[src/pkg/fcs_cfg.svh]
// Purpose: Offsets, field positions, reset values and timing of the flash command sequencer
// Assumes: Byte offsets on a 32-bit classic Wishbone bus
// Notes:   Definitions only
`ifndef FCS_CFG_SVH
`define FCS_CFG_SVH

// Register byte offsets
`define FCS_OFF_STAT 8'h00
`define FCS_OFF_CMD  8'h04
`define FCS_OFF_ADDR 8'h08
`define FCS_OFF_DATA 8'h0C
`define FCS_OFF_PAGE 8'h10
`define FCS_OFF_PROT 8'h14
`define FCS_OFF_SEC  8'h18
`define FCS_OFF_ISTS 8'h1C
`define FCS_OFF_IMSK 8'h20

// Status register bits
`define FCS_STAT_CBE 7
`define FCS_STAT_CC  6
`define FCS_STAT_PV  5
`define FCS_STAT_ACC 4

// Block protection register fields
`define FCS_PROT_OPEN   7
`define FCS_PROT_HDIS   5
`define FCS_PROT_HS_MSB 4
`define FCS_PROT_HS_LSB 3
`define FCS_PROT_LDIS   2
`define FCS_PROT_LS_MSB 1
`define FCS_PROT_LS_LSB 0

// Interrupt status and mask bits
`define FCS_IRQ_CBE 0
`define FCS_IRQ_CC  1
`define FCS_IRQ_ACC 2
`define FCS_IRQ_PV  3

// Reset values
`define FCS_PROT_RST 8'hFF
`define FCS_SEC_RST  8'hFF
`define FCS_PAGE_RST 6'h00
`define FCS_CMD_RST  8'h00

// Logical map
`define FCS_ARR_LO   16'h4000
`define FCS_WIN_LO   16'h8000
`define FCS_WIN_HI   16'hBFFF
`define FCS_PAGE_BOT 6'h3E
`define FCS_PAGE_TOP 6'h3F

// Configuration field
`define FCS_KEY_ADDR  16'hFF00
`define FCS_KEY_BYTES 8
`define FCS_PROT_ADDR 16'hFF0D
`define FCS_SEC_ADDR  16'hFF0F

// Protection areas in physical space
`define FCS_LO_BASE 20'hF8000
`define FCS_ARR_END 20'hFFFFF
`define FCS_LO_UNIT 20'h00200
`define FCS_HI_UNIT 20'h00800

// Command codes
`define FCS_CMD_VERIFY 8'h05
`define FCS_CMD_PROG   8'h20
`define FCS_CMD_SERASE 8'h40
`define FCS_CMD_MERASE 8'h41

// Timing
`define FCS_CLK_NS     5
`define FCS_OP_TIME_NS 100

`endif

[src/pkg/fcs_pkg.sv]
// Purpose: Types of the flash command sequencer
// Assumes: One-hot state codes
// Notes:   Constants live in fcs_cfg.svh
`default_nettype none
package fcs_pkg;
    typedef enum logic [2:0] {
        FCS_SEQ_IDLE = 3'b001,
        FCS_SEQ_ADDR = 3'b010,
        FCS_SEQ_CMD  = 3'b100
    } fcs_seq_t;

    typedef enum logic [2:0] {
        FCS_LD_PROT = 3'b001,
        FCS_LD_SEC  = 3'b010,
        FCS_LD_DONE = 3'b100
    } fcs_ld_t;

    typedef enum logic [1:0] {
        FCS_EX_IDLE = 2'b01,
        FCS_EX_RUN  = 2'b10
    } fcs_ex_t;
endpackage : fcs_pkg
`default_nettype wire

[src/pkg/fcs_exec_if.sv]
// Purpose: Hand-off of one buffered command to the executor
// Assumes: Single clock domain
// Notes:   start is a one-cycle pulse, done marks the last busy cycle
`timescale 1ns/1ps
`default_nettype none
interface fcs_exec_if ();
    logic        start;
    logic [7:0]  cmd;
    logic [19:0] addr;
    logic [15:0] data;
    logic        busy;
    logic        done;

    modport seq (output start, output cmd, output addr, output data, input busy, input done);
    modport exe (input start, input cmd, input addr, input data, output busy, output done);
endinterface : fcs_exec_if
`default_nettype wire

[src/hw/fcs_exec.sv]
// Purpose: Runs one flash operation for a fixed number of cycles
// Assumes: start only while not busy
// Notes:   Drives the array operation outputs from flip-flops
`include "fcs_cfg.svh"
`timescale 1ns/1ps
`default_nettype none
module fcs_exec #(
    parameter int unsigned OP_CYCLES = (`FCS_OP_TIME_NS + `FCS_CLK_NS - 1) / `FCS_CLK_NS
) (
    input  wire logic        clk_i,
    input  wire logic        srst_i,
    fcs_exec_if.exe          ex,
    output logic             op_valid_o,
    output logic [7:0]       op_cmd_o,
    output logic [19:0]      op_addr_o,
    output logic [15:0]      op_data_o
);
    fcs_pkg::fcs_ex_t state;
    fcs_pkg::fcs_ex_t next_state;
    logic [15:0]      cnt;
    logic [15:0]      next_cnt;
    logic             next_valid;
    logic [7:0]       next_cmd;
    logic [19:0]      next_addr;
    logic [15:0]      next_data;

    assign ex.busy = (state == fcs_pkg::FCS_EX_RUN);
    assign ex.done = ex.busy && (cnt == 16'h0000);

    always_comb begin
        next_state = state;
        next_cnt   = cnt;
        next_valid = op_valid_o;
        next_cmd   = op_cmd_o;
        next_addr  = op_addr_o;
        next_data  = op_data_o;
        unique case (state)
            fcs_pkg::FCS_EX_IDLE: begin
                if (ex.start) begin
                    next_state = fcs_pkg::FCS_EX_RUN;
                    next_cnt   = 16'(OP_CYCLES - 1);
                    next_valid = 1'b1;
                    next_cmd   = ex.cmd;
                    next_addr  = ex.addr;
                    next_data  = ex.data;
                end
            end
            fcs_pkg::FCS_EX_RUN: begin
                if (cnt == 16'h0000) begin
                    next_state = fcs_pkg::FCS_EX_IDLE;
                    next_valid = 1'b0;
                end else begin
                    next_cnt = cnt - 16'h0001;
                end
            end
            default: begin
                next_state = fcs_pkg::FCS_EX_IDLE;
                next_valid = 1'b0;
            end
        endcase
    end

    always_ff @(posedge clk_i) begin
        if (srst_i) begin
            state      <= fcs_pkg::FCS_EX_IDLE;
            cnt        <= 16'h0000;
            op_valid_o <= 1'b0;
            op_cmd_o   <= 8'h00;
            op_addr_o  <= 20'h00000;
            op_data_o  <= 16'h0000;
        end else begin
            state      <= next_state;
            cnt        <= next_cnt;
            op_valid_o <= next_valid;
            op_cmd_o   <= next_cmd;
            op_addr_o  <= next_addr;
            op_data_o  <= next_data;
        end
    end
endmodule : fcs_exec
`default_nettype wire

[src/hw/fcs_top.sv]
// Purpose: Flash command sequencer with paged array window and protection
// Assumes: Classic Wishbone slave, array read data valid in the same cycle
// Notes:   Configuration bytes are read from the array after reset
//
// Chosen here: register access over Wishbone and the register addresses.
`include "fcs_cfg.svh"
`timescale 1ns/1ps
`default_nettype none
// Contract
// - Check buffer empty; new load overwrites buffers
// - Capture written address and data
// - Launch clears command complete flag
// - Buffer empty sets after complete cleared
// - Buffered command waits for active one
// - Complete sets after all commands finish
// - Array at 0x4000-0xFFFF, window paged
// - Pages 0x3E, 0x3F map fixed pages
// - Configuration field key, protection, security bytes
// - Global and lower/higher/remaining area protection
// - Protection register loaded during reset; here loaded in the first cycle after reset is released
module fcs_top #(
    parameter int unsigned OP_CYCLES = (`FCS_OP_TIME_NS + `FCS_CLK_NS - 1) / `FCS_CLK_NS
) (
    input  wire logic        clk_i,
    input  wire logic        srst_i,
    input  wire logic [17:0] wb_adr_i,
    input  wire logic [31:0] wb_dat_i,
    input  wire logic [3:0]  wb_sel_i,
    input  wire logic        wb_we_i,
    input  wire logic        wb_cyc_i,
    input  wire logic        wb_stb_i,
    output logic [31:0]      wb_dat_o,
    output logic             wb_ack_o,
    output logic [19:0]      arr_addr_o,
    input  wire logic [15:0] arr_rdata_i,
    output logic             op_valid_o,
    output logic [7:0]       op_cmd_o,
    output logic [19:0]      op_addr_o,
    output logic [15:0]      op_data_o,
    output logic             irq_o
);
    fcs_exec_if ex ();

    fcs_pkg::fcs_seq_t seq;
    fcs_pkg::fcs_seq_t next_seq;
    fcs_pkg::fcs_ld_t  ld;
    fcs_pkg::fcs_ld_t  next_ld;
    logic              cbe, next_cbe, cc, next_cc, acc, next_acc, pv, next_pv;
    logic [7:0]        cmd_buf, next_cmd_buf, prot, next_prot, sec, next_sec, stat_v;
    logic [15:0]       addr_log, next_addr_log, data_buf, next_data_buf;
    logic [19:0]       addr_phy, next_addr_phy;
    logic [5:0]        page, next_page;
    logic [3:0]        ists, next_ists, imsk, next_imsk, ev;
    logic              next_ack;
    logic [31:0]       next_rdat;
    logic [15:0]       log_a;
    logic              req, wr, is_arr, is_reg, flags;
    logic              wr_arr, wr_stat, wr_cmd, wr_page, wr_prot, wr_ists, wr_imsk, mod_wr;
    logic              step1, step2, step3, abort, pv_hit, launch;

    function automatic logic [19:0] fcs_map(input logic [15:0] a, input logic [5:0] pg);
        logic [5:0] p;
        p = `FCS_PAGE_TOP;
        if (a >= `FCS_ARR_LO && a < `FCS_WIN_LO) p = `FCS_PAGE_BOT;
        else if (a >= `FCS_WIN_LO && a <= `FCS_WIN_HI) p = pg;
        return {p, a[13:0]};
    endfunction : fcs_map

    function automatic logic fcs_prot_hit(input logic [19:0] a, input logic [7:0] p);
        logic [19:0] hi_sz;
        logic [19:0] lo_sz;
        logic        in_area;
        hi_sz   = `FCS_HI_UNIT << p[`FCS_PROT_HS_MSB:`FCS_PROT_HS_LSB];
        lo_sz   = `FCS_LO_UNIT << p[`FCS_PROT_LS_MSB:`FCS_PROT_LS_LSB];
        in_area = (!p[`FCS_PROT_HDIS] && a > `FCS_ARR_END - hi_sz) ||
                  (!p[`FCS_PROT_LDIS] && a >= `FCS_LO_BASE && a < `FCS_LO_BASE + lo_sz);
        // Open: areas protected; closed: everything but the areas
        return p[`FCS_PROT_OPEN] ? in_area : !in_area;
    endfunction : fcs_prot_hit

    function automatic logic fcs_cmd_ok(input logic [7:0] c);
        return c == `FCS_CMD_VERIFY || c == `FCS_CMD_PROG || c == `FCS_CMD_SERASE || c == `FCS_CMD_MERASE;
    endfunction : fcs_cmd_ok

    // Bus decode
    assign log_a   = {wb_adr_i[16:2], 1'b0};
    assign req     = wb_cyc_i && wb_stb_i && !wb_ack_o && (ld == fcs_pkg::FCS_LD_DONE);
    assign wr      = req && wb_we_i && wb_sel_i[0];
    assign is_arr  = wb_adr_i[17];
    assign is_reg  = !wb_adr_i[17] && (wb_adr_i[16:8] == 9'h000);
    assign wr_arr  = wr && is_arr;
    assign wr_stat = wr && is_reg && wb_adr_i[7:0] == `FCS_OFF_STAT;
    assign wr_cmd  = wr && is_reg && wb_adr_i[7:0] == `FCS_OFF_CMD;
    assign wr_page = wr && is_reg && wb_adr_i[7:0] == `FCS_OFF_PAGE;
    assign wr_prot = wr && is_reg && wb_adr_i[7:0] == `FCS_OFF_PROT;
    assign wr_ists = wr && is_reg && wb_adr_i[7:0] == `FCS_OFF_ISTS;
    assign wr_imsk = wr && is_reg && wb_adr_i[7:0] == `FCS_OFF_IMSK;
    // Interrupt registers stand outside the load sequence
    assign mod_wr  = wr && (is_arr || is_reg) && !wr_ists && !wr_imsk;
    assign flags   = acc || pv;

    // Load sequence steps
    assign step1  = wr_arr && seq == fcs_pkg::FCS_SEQ_IDLE && !flags && log_a >= `FCS_ARR_LO;
    assign step2  = wr_cmd && seq == fcs_pkg::FCS_SEQ_ADDR && fcs_cmd_ok(wb_dat_i[7:0]);
    assign step3  = wr_stat && wb_dat_i[`FCS_STAT_CBE] && seq == fcs_pkg::FCS_SEQ_CMD;
    assign abort  = (seq != fcs_pkg::FCS_SEQ_IDLE && mod_wr && !step2 && !step3) ||
                    (seq == fcs_pkg::FCS_SEQ_IDLE && (wr_cmd || (wr_stat && wb_dat_i[`FCS_STAT_CBE]) ||
                     (wr_arr && !flags && log_a < `FCS_ARR_LO)));
    assign pv_hit = (cmd_buf == `FCS_CMD_PROG || cmd_buf == `FCS_CMD_SERASE) ? fcs_prot_hit(addr_phy, prot) :
                    (cmd_buf == `FCS_CMD_MERASE) && (!prot[`FCS_PROT_OPEN] ||
                     !prot[`FCS_PROT_HDIS] || !prot[`FCS_PROT_LDIS]);
    assign launch = step3 && !pv_hit;

    // Pending command moves to the executor once it is idle
    assign ex.start = !cbe && !ex.busy && !step3;
    assign ex.cmd   = cmd_buf;
    assign ex.addr  = addr_phy;
    assign ex.data  = data_buf;

    assign arr_addr_o = (ld == fcs_pkg::FCS_LD_PROT) ? fcs_map(`FCS_PROT_ADDR & 16'hFFFE, page) :
                        (ld == fcs_pkg::FCS_LD_SEC)  ? fcs_map(`FCS_SEC_ADDR & 16'hFFFE, page) :
                        fcs_map(log_a, page);
    assign irq_o = |(ists & imsk);

    always_comb begin
        stat_v = 8'h00;
        stat_v[`FCS_STAT_CBE] = cbe;
        stat_v[`FCS_STAT_CC]  = cc;
        stat_v[`FCS_STAT_PV]  = pv;
        stat_v[`FCS_STAT_ACC] = acc;
    end

    always_comb begin
        next_ack      = req;
        next_rdat     = wb_dat_o;
        next_seq      = seq;
        next_ld       = ld;
        next_cbe      = cbe;
        next_cc       = cc;
        next_acc      = acc;
        next_pv       = pv;
        next_cmd_buf  = cmd_buf;
        next_addr_log = addr_log;
        next_addr_phy = addr_phy;
        next_data_buf = data_buf;
        next_page     = page;
        next_prot     = prot;
        next_sec      = sec;
        next_imsk     = imsk;
        ev            = 4'h0;

        // Configuration bytes: odd addresses sit in the low byte
        unique case (ld)
            fcs_pkg::FCS_LD_PROT: begin
                next_prot = arr_rdata_i[7:0];
                next_ld   = fcs_pkg::FCS_LD_SEC;
            end
            fcs_pkg::FCS_LD_SEC: begin
                next_sec = arr_rdata_i[7:0];
                next_ld  = fcs_pkg::FCS_LD_DONE;
            end
            fcs_pkg::FCS_LD_DONE: begin
            end
        endcase

        if (req && !wb_we_i) begin
            next_rdat = 32'h00000000;
            if (is_arr) begin
                next_rdat = {16'h0000, arr_rdata_i};
            end else if (is_reg) begin
                unique case (wb_adr_i[7:0])
                    `FCS_OFF_STAT: next_rdat = {24'h000000, stat_v};
                    `FCS_OFF_CMD:  next_rdat = {24'h000000, cmd_buf};
                    `FCS_OFF_ADDR: next_rdat = {12'h000, addr_phy};
                    `FCS_OFF_DATA: next_rdat = {16'h0000, data_buf};
                    `FCS_OFF_PAGE: next_rdat = {26'h0, page};
                    `FCS_OFF_PROT: next_rdat = {24'h000000, prot};
                    `FCS_OFF_SEC:  next_rdat = {24'h000000, sec};
                    `FCS_OFF_ISTS: next_rdat = {28'h0000000, ists};
                    `FCS_OFF_IMSK: next_rdat = {28'h0000000, imsk};
                    default:       next_rdat = 32'h00000000;
                endcase
            end
        end

        if (wr_page) next_page = wb_dat_i[5:0];
        if (wr_imsk) next_imsk = wb_dat_i[3:0];
        if (wr_prot) begin
            next_prot[`FCS_PROT_OPEN] = prot[`FCS_PROT_OPEN] && wb_dat_i[`FCS_PROT_OPEN];
            next_prot[`FCS_PROT_HDIS] = prot[`FCS_PROT_HDIS] && wb_dat_i[`FCS_PROT_HDIS];
            next_prot[`FCS_PROT_LDIS] = prot[`FCS_PROT_LDIS] && wb_dat_i[`FCS_PROT_LDIS];
            if (prot[`FCS_PROT_HDIS])
                next_prot[`FCS_PROT_HS_MSB:`FCS_PROT_HS_LSB] = wb_dat_i[`FCS_PROT_HS_MSB:`FCS_PROT_HS_LSB];
            if (prot[`FCS_PROT_LDIS])
                next_prot[`FCS_PROT_LS_MSB:`FCS_PROT_LS_LSB] = wb_dat_i[`FCS_PROT_LS_MSB:`FCS_PROT_LS_LSB];
        end

        // Error flags: write one to clear, a new error wins
        if (wr_stat) begin
            if (wb_dat_i[`FCS_STAT_ACC]) next_acc = 1'b0;
            if (wb_dat_i[`FCS_STAT_PV])  next_pv  = 1'b0;
        end

        // Load sequence; a load while a command is pending overwrites it
        unique case (seq)
            fcs_pkg::FCS_SEQ_IDLE: begin
                if (step1) begin
                    next_addr_log = log_a;
                    next_addr_phy = fcs_map(log_a, page);
                    next_data_buf = wb_dat_i[15:0];
                    next_seq      = fcs_pkg::FCS_SEQ_ADDR;
                end
            end
            fcs_pkg::FCS_SEQ_ADDR: begin
                if (step2) begin
                    next_cmd_buf = wb_dat_i[7:0];
                    next_seq     = fcs_pkg::FCS_SEQ_CMD;
                end
            end
            fcs_pkg::FCS_SEQ_CMD: begin
                if (step3) next_seq = fcs_pkg::FCS_SEQ_IDLE;
            end
            default: next_seq = fcs_pkg::FCS_SEQ_IDLE;
        endcase
        if (abort) begin
            next_seq = fcs_pkg::FCS_SEQ_IDLE;
            next_acc = 1'b1;
        end
        if (step3 && pv_hit) next_pv = 1'b1;

        if (ex.start) next_cbe = 1'b1;
        if (ex.done && cbe) next_cc = 1'b1;
        if (launch) begin
            next_cbe = 1'b0;
            next_cc  = 1'b0;
        end

        ev[`FCS_IRQ_CBE] = next_cbe && !cbe;
        ev[`FCS_IRQ_CC]  = next_cc && !cc;
        ev[`FCS_IRQ_ACC] = next_acc && !acc;
        ev[`FCS_IRQ_PV]  = next_pv && !pv;
        next_ists = (ists & ~(wr_ists ? wb_dat_i[3:0] : 4'h0)) | ev;
    end

    always_ff @(posedge clk_i) begin
        if (srst_i) begin
            wb_ack_o <= 1'b0;
            wb_dat_o <= 32'h00000000;
            seq      <= fcs_pkg::FCS_SEQ_IDLE;
            ld       <= fcs_pkg::FCS_LD_PROT;
            cbe      <= 1'b1;
            cc       <= 1'b1;
            acc      <= 1'b0;
            pv       <= 1'b0;
            cmd_buf  <= `FCS_CMD_RST;
            addr_log <= 16'h0000;
            addr_phy <= 20'h00000;
            data_buf <= 16'h0000;
            page     <= `FCS_PAGE_RST;
            prot     <= `FCS_PROT_RST;
            sec      <= `FCS_SEC_RST;
            ists     <= 4'h0;
            imsk     <= 4'h0;
        end else begin
            wb_ack_o <= next_ack;
            wb_dat_o <= next_rdat;
            seq      <= next_seq;
            ld       <= next_ld;
            cbe      <= next_cbe;
            cc       <= next_cc;
            acc      <= next_acc;
            pv       <= next_pv;
            cmd_buf  <= next_cmd_buf;
            addr_log <= next_addr_log;
            addr_phy <= next_addr_phy;
            data_buf <= next_data_buf;
            page     <= next_page;
            prot     <= next_prot;
            sec      <= next_sec;
            ists     <= next_ists;
            imsk     <= next_imsk;
        end
    end

    fcs_exec #(
        .OP_CYCLES (OP_CYCLES)
    ) u_exec (
        .clk_i      (clk_i),
        .srst_i     (srst_i),
        .ex         (ex),
        .op_valid_o (op_valid_o),
        .op_cmd_o   (op_cmd_o),
        .op_addr_o  (op_addr_o),
        .op_data_o  (op_data_o)
    );
endmodule : fcs_top
`default_nettype wire

[config.mk]
export PLATFORM = sky130hd
export DESIGN_NAME = fcs_top
export DESIGN_NICKNAME = d
export VERILOG_FILES = /design/src/pkg/fcs_pkg.sv /design/src/pkg/fcs_exec_if.sv /design/src/hw/fcs_exec.sv /design/src/hw/fcs_top.sv
export VERILOG_INCLUDE_DIRS = /design/src /design/src/pkg
export SDC_FILE = /design/constraint.sdc
export NUM_CORES = 1
export LEC_CHECK = 0
export ABC_AREA = 1
export BUFFER_PORTS_ARGS = -buffer_cell sky130_fd_sc_hd__buf_2
export CAP_MARGIN = 15
export CORE_UTILIZATION = 50
export DETAILED_ROUTE_END_ITERATION = 12
export GPL_TIMING_DRIVEN = 0
export PLACE_DENSITY = 0.74
export SYNTH_ARGS = -nofsm -noshare
export SYNTH_HDL_FRONTEND = slang
export SYNTH_HIERARCHICAL = 1
export SYNTH_SLANG_ARGS = --single-unit
export TNS_END_PERCENT = 20
[constraint.sdc]
create_clock -name clk_i -period 6.6 [get_ports clk_i]
set_input_delay 0.66 -clock clk_i [delete_from_list [all_inputs] [get_ports clk_i]]
set_output_delay 0.66 -clock clk_i [all_outputs]
set_load 0.05 [all_outputs]
* Word level (Yosys, flattened, before mapping)
Index checks and enable logic that the tools add are counted.
Storage, ports and cells: register bits after elaboration 178, input bits 75, output and inout bits 99, logic and storage cells 204
Operators by class: add/subtract/negate cells 3, order comparisons 8, equal/unequal tests 30, shifts and indexed selects 2, mux-type cells 39, bitwise gates (word level) 4, reductions and logical operators 94
Operators by type and width (count):
- case mux 20 bit (9 select lines) | 1
- two-way mux 20 bit | 4
- logical AND 1 bit | 50
- equality test 8 x 5 -> 1 bit, second input constant | 4
- equality test 8 x 7 -> 1 bit, second input constant | 4
- two-way mux 16 bit | 2
- case mux 16 bit (2 select lines) | 1
- equality test 8 x 6 -> 1 bit, second input constant | 3
- adder 20 bit, first input constant | 1
- greater-or-equal comparator 20 bit, second input constant | 1
- > comparator 20 bit | 1
- < comparator 20 bit | 1
- left shift 10 x 2 -> 20 bit, first input constant | 1
- left shift 12 x 2 -> 20 bit, first input constant | 1
- subtractor 20 bit, first input constant | 1
- logical NOT 1 bit | 18
- two-way mux 6 bit | 3
- equality test 8 x 3 -> 1 bit, second input constant | 2
- equality test 8 x 4 -> 1 bit, second input constant | 2
- greater-or-equal comparator 16 x 15 -> 1 bit, second input constant | 1
- greater-or-equal comparator 16 bit, second input constant | 1
- <= comparator 16 bit, second input constant | 1
- logical NOT 16 bit | 1
- < comparator 16 x 15 -> 1 bit, second input constant | 1
- 30 further kinds | 74

* Depth between registers and ports, before layout
word-level depth 17, depth in mapped cells 16, mapped depth without buffers 15

* Hierarchy
Netlist, hierarchy kept.
Modules (own cells, without submodules):
- fcs_top | times used 1, cells an instance 756, area each 5278.8 um^2, sequential area each 2082.0 um^2
- fcs_exec | times used 1, cells an instance 367, area each 2651.3 um^2, sequential area each 1241.2 um^2

* Worst setup path after synthesis
No wires, ideal clock.
path type in2reg, from input wb_adr_i[1], to register u_exec.cnt[13], library setup time 0.129 ns, data arrival time 2.403 ns, required time 6.471 ns, slack 4.069 ns, stages 15, path buffers 1, cell sequence nor2_1 -> inv_1 -> nor3_2 -> nand2_1 -> nor2_4 -> nand3_2 -> nand3_1 -> inv_2 -> nand3_4 -> inv_2 -> a21oi_4 -> buf_6 -> nor2_1 -> nor2_2 -> nor2_2
On the way: word-level cells in the longest chain between the ends 8
RTL lines:
- from (decl) | line fcs_top.sv:26 | input wire logic [17:0] wb_adr_i,
- logical NOT 8 bit
- logical AND 1 bit (no source line)
- logical AND 1 bit (2 in series) | line fcs_top.sv:105 | assign step3 = wr_stat && wb_dat_i[`FCS_STAT_CBE] && seq == fcs_pkg::FCS_SEQ_CMD;
- logical NOT 1 bit | line fcs_top.sv:115 | assign ex.start = !cbe && !ex.busy && !step3;
- logical AND 1 bit | line fcs_top.sv:115
- net ex.start | line fcs_exec_if.sv:7 | logic start;
- inequality test 2 bit (no source line)
- AND reduction 3 bit (no source line)
- to (signal assigned) | line fcs_exec.sv:73 | cnt <= next_cnt;
- to (decl) | line fcs_exec.sv:20 | logic [15:0] cnt;
The timed path passes the listed nets, and every way through them passes these cells. A chain may end at the register's enable or synchronous reset.

* Worst setup path in the final report
from register ld[1], to output arr_addr_o[15]
On the way: word-level cells in the longest chain between the ends 3, elaborated cells on any way between the ends 4, classes of those cells 2 x eq/ne; 2 x mux
RTL lines:
- from (decl) | line fcs_top.sv:46 | fcs_pkg::fcs_ld_t ld;
- from (signal assigned) | line fcs_top.sv:250 | ld <= fcs_pkg::FCS_LD_PROT;
- from (signal assigned) | line fcs_top.sv:268 | ld <= next_ld;
- equality test 3 x 2 -> 1 bit | line fcs_top.sv:121 | (ld == fcs_pkg::FCS_LD_SEC) ? fcs_map(`FCS_SEC_ADDR & 16'hFFFE, page) :
- two-way mux 20 bit | line fcs_top.sv:121
- two-way mux 20 bit (*) | line fcs_top.sv:120 | assign arr_addr_o = (ld == fcs_pkg::FCS_LD_PROT) ? fcs_map(`FCS_PROT_ADDR & 16'hFFFE, page) :
- to (decl) | line fcs_top.sv:34 | output logic [19:0] arr_addr_o,
Mark *: on every way between the ends. The rest lies on a longest branch, timed or not.

==> flow_summary.ini <==
[outcome]
status = finished clean

[layout]
diodes = 0
drive_gt1_frac = 0.197
final_nets = 1378
syn_to_final_growth_pct = 20.4

[die]
ios = 174
fp-row-count = 45
fp.coreArea_sq_um = 15300
initial_core_util = 0.518
fp.dieH_microns = 128
die_x_microns = 128
die-area_sq_um = 16400

[critical_path]
cp_data_arrival_time_ns = 2.66
cp-end-kind = output port
crit_path_max_fanout = 10
cp.required_ns = 5.94
cp-start-kind = flip-flop
worst-setup-path-type = reg -> out

[global_routing]
grt_pass1_vias = 7214
overflow = 0
antenna_found_initial = 0
grt_max_degree = 17
grt_use_total = 0.309
grt_pass1_wl_microns = 38400

[synthesis]
yosys.area.top_type = dfxtp_1
yosysWarnings = 6
seq_area_frac_synth = 0.419
netlist_instances = 1123
synth_cell_types = 44
synth.most_common_cell = nor2_1
synthArstFlopShare = 0
synth.cells.most_frequent = nor2_1, nand2_1, dfxtp_1, o21ai_0, inv_1
postSynthAreaPerCell_sq_um = 7.06
synth_area_leaders = dfxtp_1, nor2_1, nand2_1, o21ai_0, a21oi_1
syn_area_sq_um = 7930
synthFlopType = dfxtp_1
synth-edff-count = 0
synth_top_area_frac = 0.419
synth_seq_cells = 166

[clock_network]
cts.sinks = 166
cts_resized = 0
cts.reportedPaths.clkPinSlew_ns = 0.07
clkLatencyLatePin_ns = 0.44
cts_tree = built
clock-root-buffer = clkbuf_16
postCtsSetupRepairBufs = 0
cts_buffer_depth = 2
cts_buffers = 17
cts_hold_buf = 0
cts_max_level = 4

[drt]
drt_iter0_drc = 863
routed-via-count = 8163
drtPass1Iterations = 6
viasPerCell = 5.37
antenna_left = 0
routed_wl_microns = 25000
drc_errors = 0
detail_route.wl_per_cell_microns = 16.4

[sta]
fin_ws_ns = 3.28
finalSetupTns_ns = 0
period_minus_slack_ns = 3.32
hold_viol_final = 0
fin_skew_ns = 0.00709
holdWs_ns = 0.445
setup-violations-final = 0
tightest_slew_ns = 0.810
fin_crit_sh = 0.504
rsz0062_at_grt = no
clock.fmax_mhz = 301
max_slew_margin = 0.456
slew_viol_final = 0

[power_and_ir_drop]
p_total_w = 0.00236
p_per_area_nw_per_um2 = 247
ir_drop_uv = 239
p_leak_nw = 4.36

[place]
port_buffers = 140
hpwl_microns = 19400
gp_congestion = 0.996
pre_cts_ws_ns = 3.37

[run]
drv_cap = 0

[min_path]
hp-class = in -> reg
final timing paths:
kind	start	end	slack, ns	depth (start not counted)
hold reg to reg	cc$_SDFF_PP1_	cc$_SDFF_PP1_	0.47	2
setup / recovery	ld[1]$_SDFFE_PP0P_	arr_addr_o[15]	3.28	8
setup reg to reg	ld[2]$_SDFFE_PP0P_	u_exec/cnt[13]$_SDFFE_PP0P_	3.94	16
hold / removal	wb_dat_i[8]	data_buf[8]$_SDFFE_PP0P_	0.44	3
routing by layer:
layer	routed length, microns	part of all wire	up-vias	GRT usage
li1	-	-	4014	-
met1	11100	0.45	3739	0.415
met2	11400	0.46	369	0.499
met3	1920	0.077	41	0.0505
met4	545	0.022	0	0.112
met5	0	0	-	0
flip-flops by register name (all words and copies together), names as in the netlist, 2 cells and up:
| register | cells |
|---|---|
| u_exec/op_data_o | 16 |
| u_exec/cnt | 16 |
| u_exec/op_addr_o | 20 |
| cmd_buf | 8 |
| prot | 8 |
| sec | 8 |
| seq | 3 |
| data_buf | 16 |
| u_exec/state | 2 |
| page | 6 |
| ld | 3 |
| imsk | 4 |
| ists | 4 |
| wb_dat_o | 20 |
| addr_phy | 19 |
| u_exec/op_cmd_o | 8 |
critical path, cell delays in order (launching register included):
cell	delay, ns
dfxtp_1	0.39
inv_1	0.07
nor3_2	0.46
inv_1	0.17
nand2_1	0.29
inv_1	0.15
clkbuf_1	0.26
nand2_1	0.16
buf_2	0.28
cell usage in the layout (no fill, tap or decap), drive strengths merged:
cell type    n
xor2         2
clkinv       2
nand3b       1
clkbuf      45
clkinvlp     2
nand3       58
bufinv       2
o21ai      130
inv        124
a22oi        1
or2          2
nor3        15
ha           8
o22ai        7
o2111ai      4
buf        173
nand4       26
conb        14
o211ai      10
nor2       208
o31a         1
a22o         3
a211oi       1
a311o        1
a211o        1
dfxtp      166
a221oi       3
nor4         1
nand2      189
a21oi      108
layout make-up:
| class | count | area [sq um] |
|---|---|---|
| fill | 1469 | 5770 |
| multi-input combinational | 794 | 3900 |
| sequential | 166 | 3320 |
| timing repair buffer | 140 | 701 |
| clock buffer | 19 | 443 |
| inverter | 117 | 439 |
| buffer | 59 | 317 |
| tap | 211 | 264 |
| clock inverter | 13 | 161 |
power breakdown:
part | switching [W] | internal, W
combinational | 0.000224 | 0.0000735
sequential | 0.0000162 | 0.00102
clock | 0.000446 | 0.000581
total | 0.000686 | 0.00167
cells by family after synthesis:
| kind of cell | after synthesis | synth area share |
|---|---|---|
| buffers and inverters | 176 | 0.0953 |
| adder cells (fa/ha/maj) | 8 | 0.0126 |
| XOR/XNOR | 2 | 0.00221 |
| flip-flops | 166 | 0.419 |
| other | 1 | 0.000473 |
| AO/OA/AOI/OAI | 270 | 0.185 |
| AND/OR/NAND/NOR | 500 | 0.285 |
metrics by stage:
step | cell area (sq um) | std cells | util
floorplan | 7980 | 1136 | -
global placement | 8940 | 1487 | 0.584
detailed placement | 8940 | 1487 | 0.584
CTS | 9550 | 1519 | 0.623
global route | 9550 | 1519 | 0.623
finish | 9550 | 1519 | 0.623
Power figures use the tool's default switching activity.
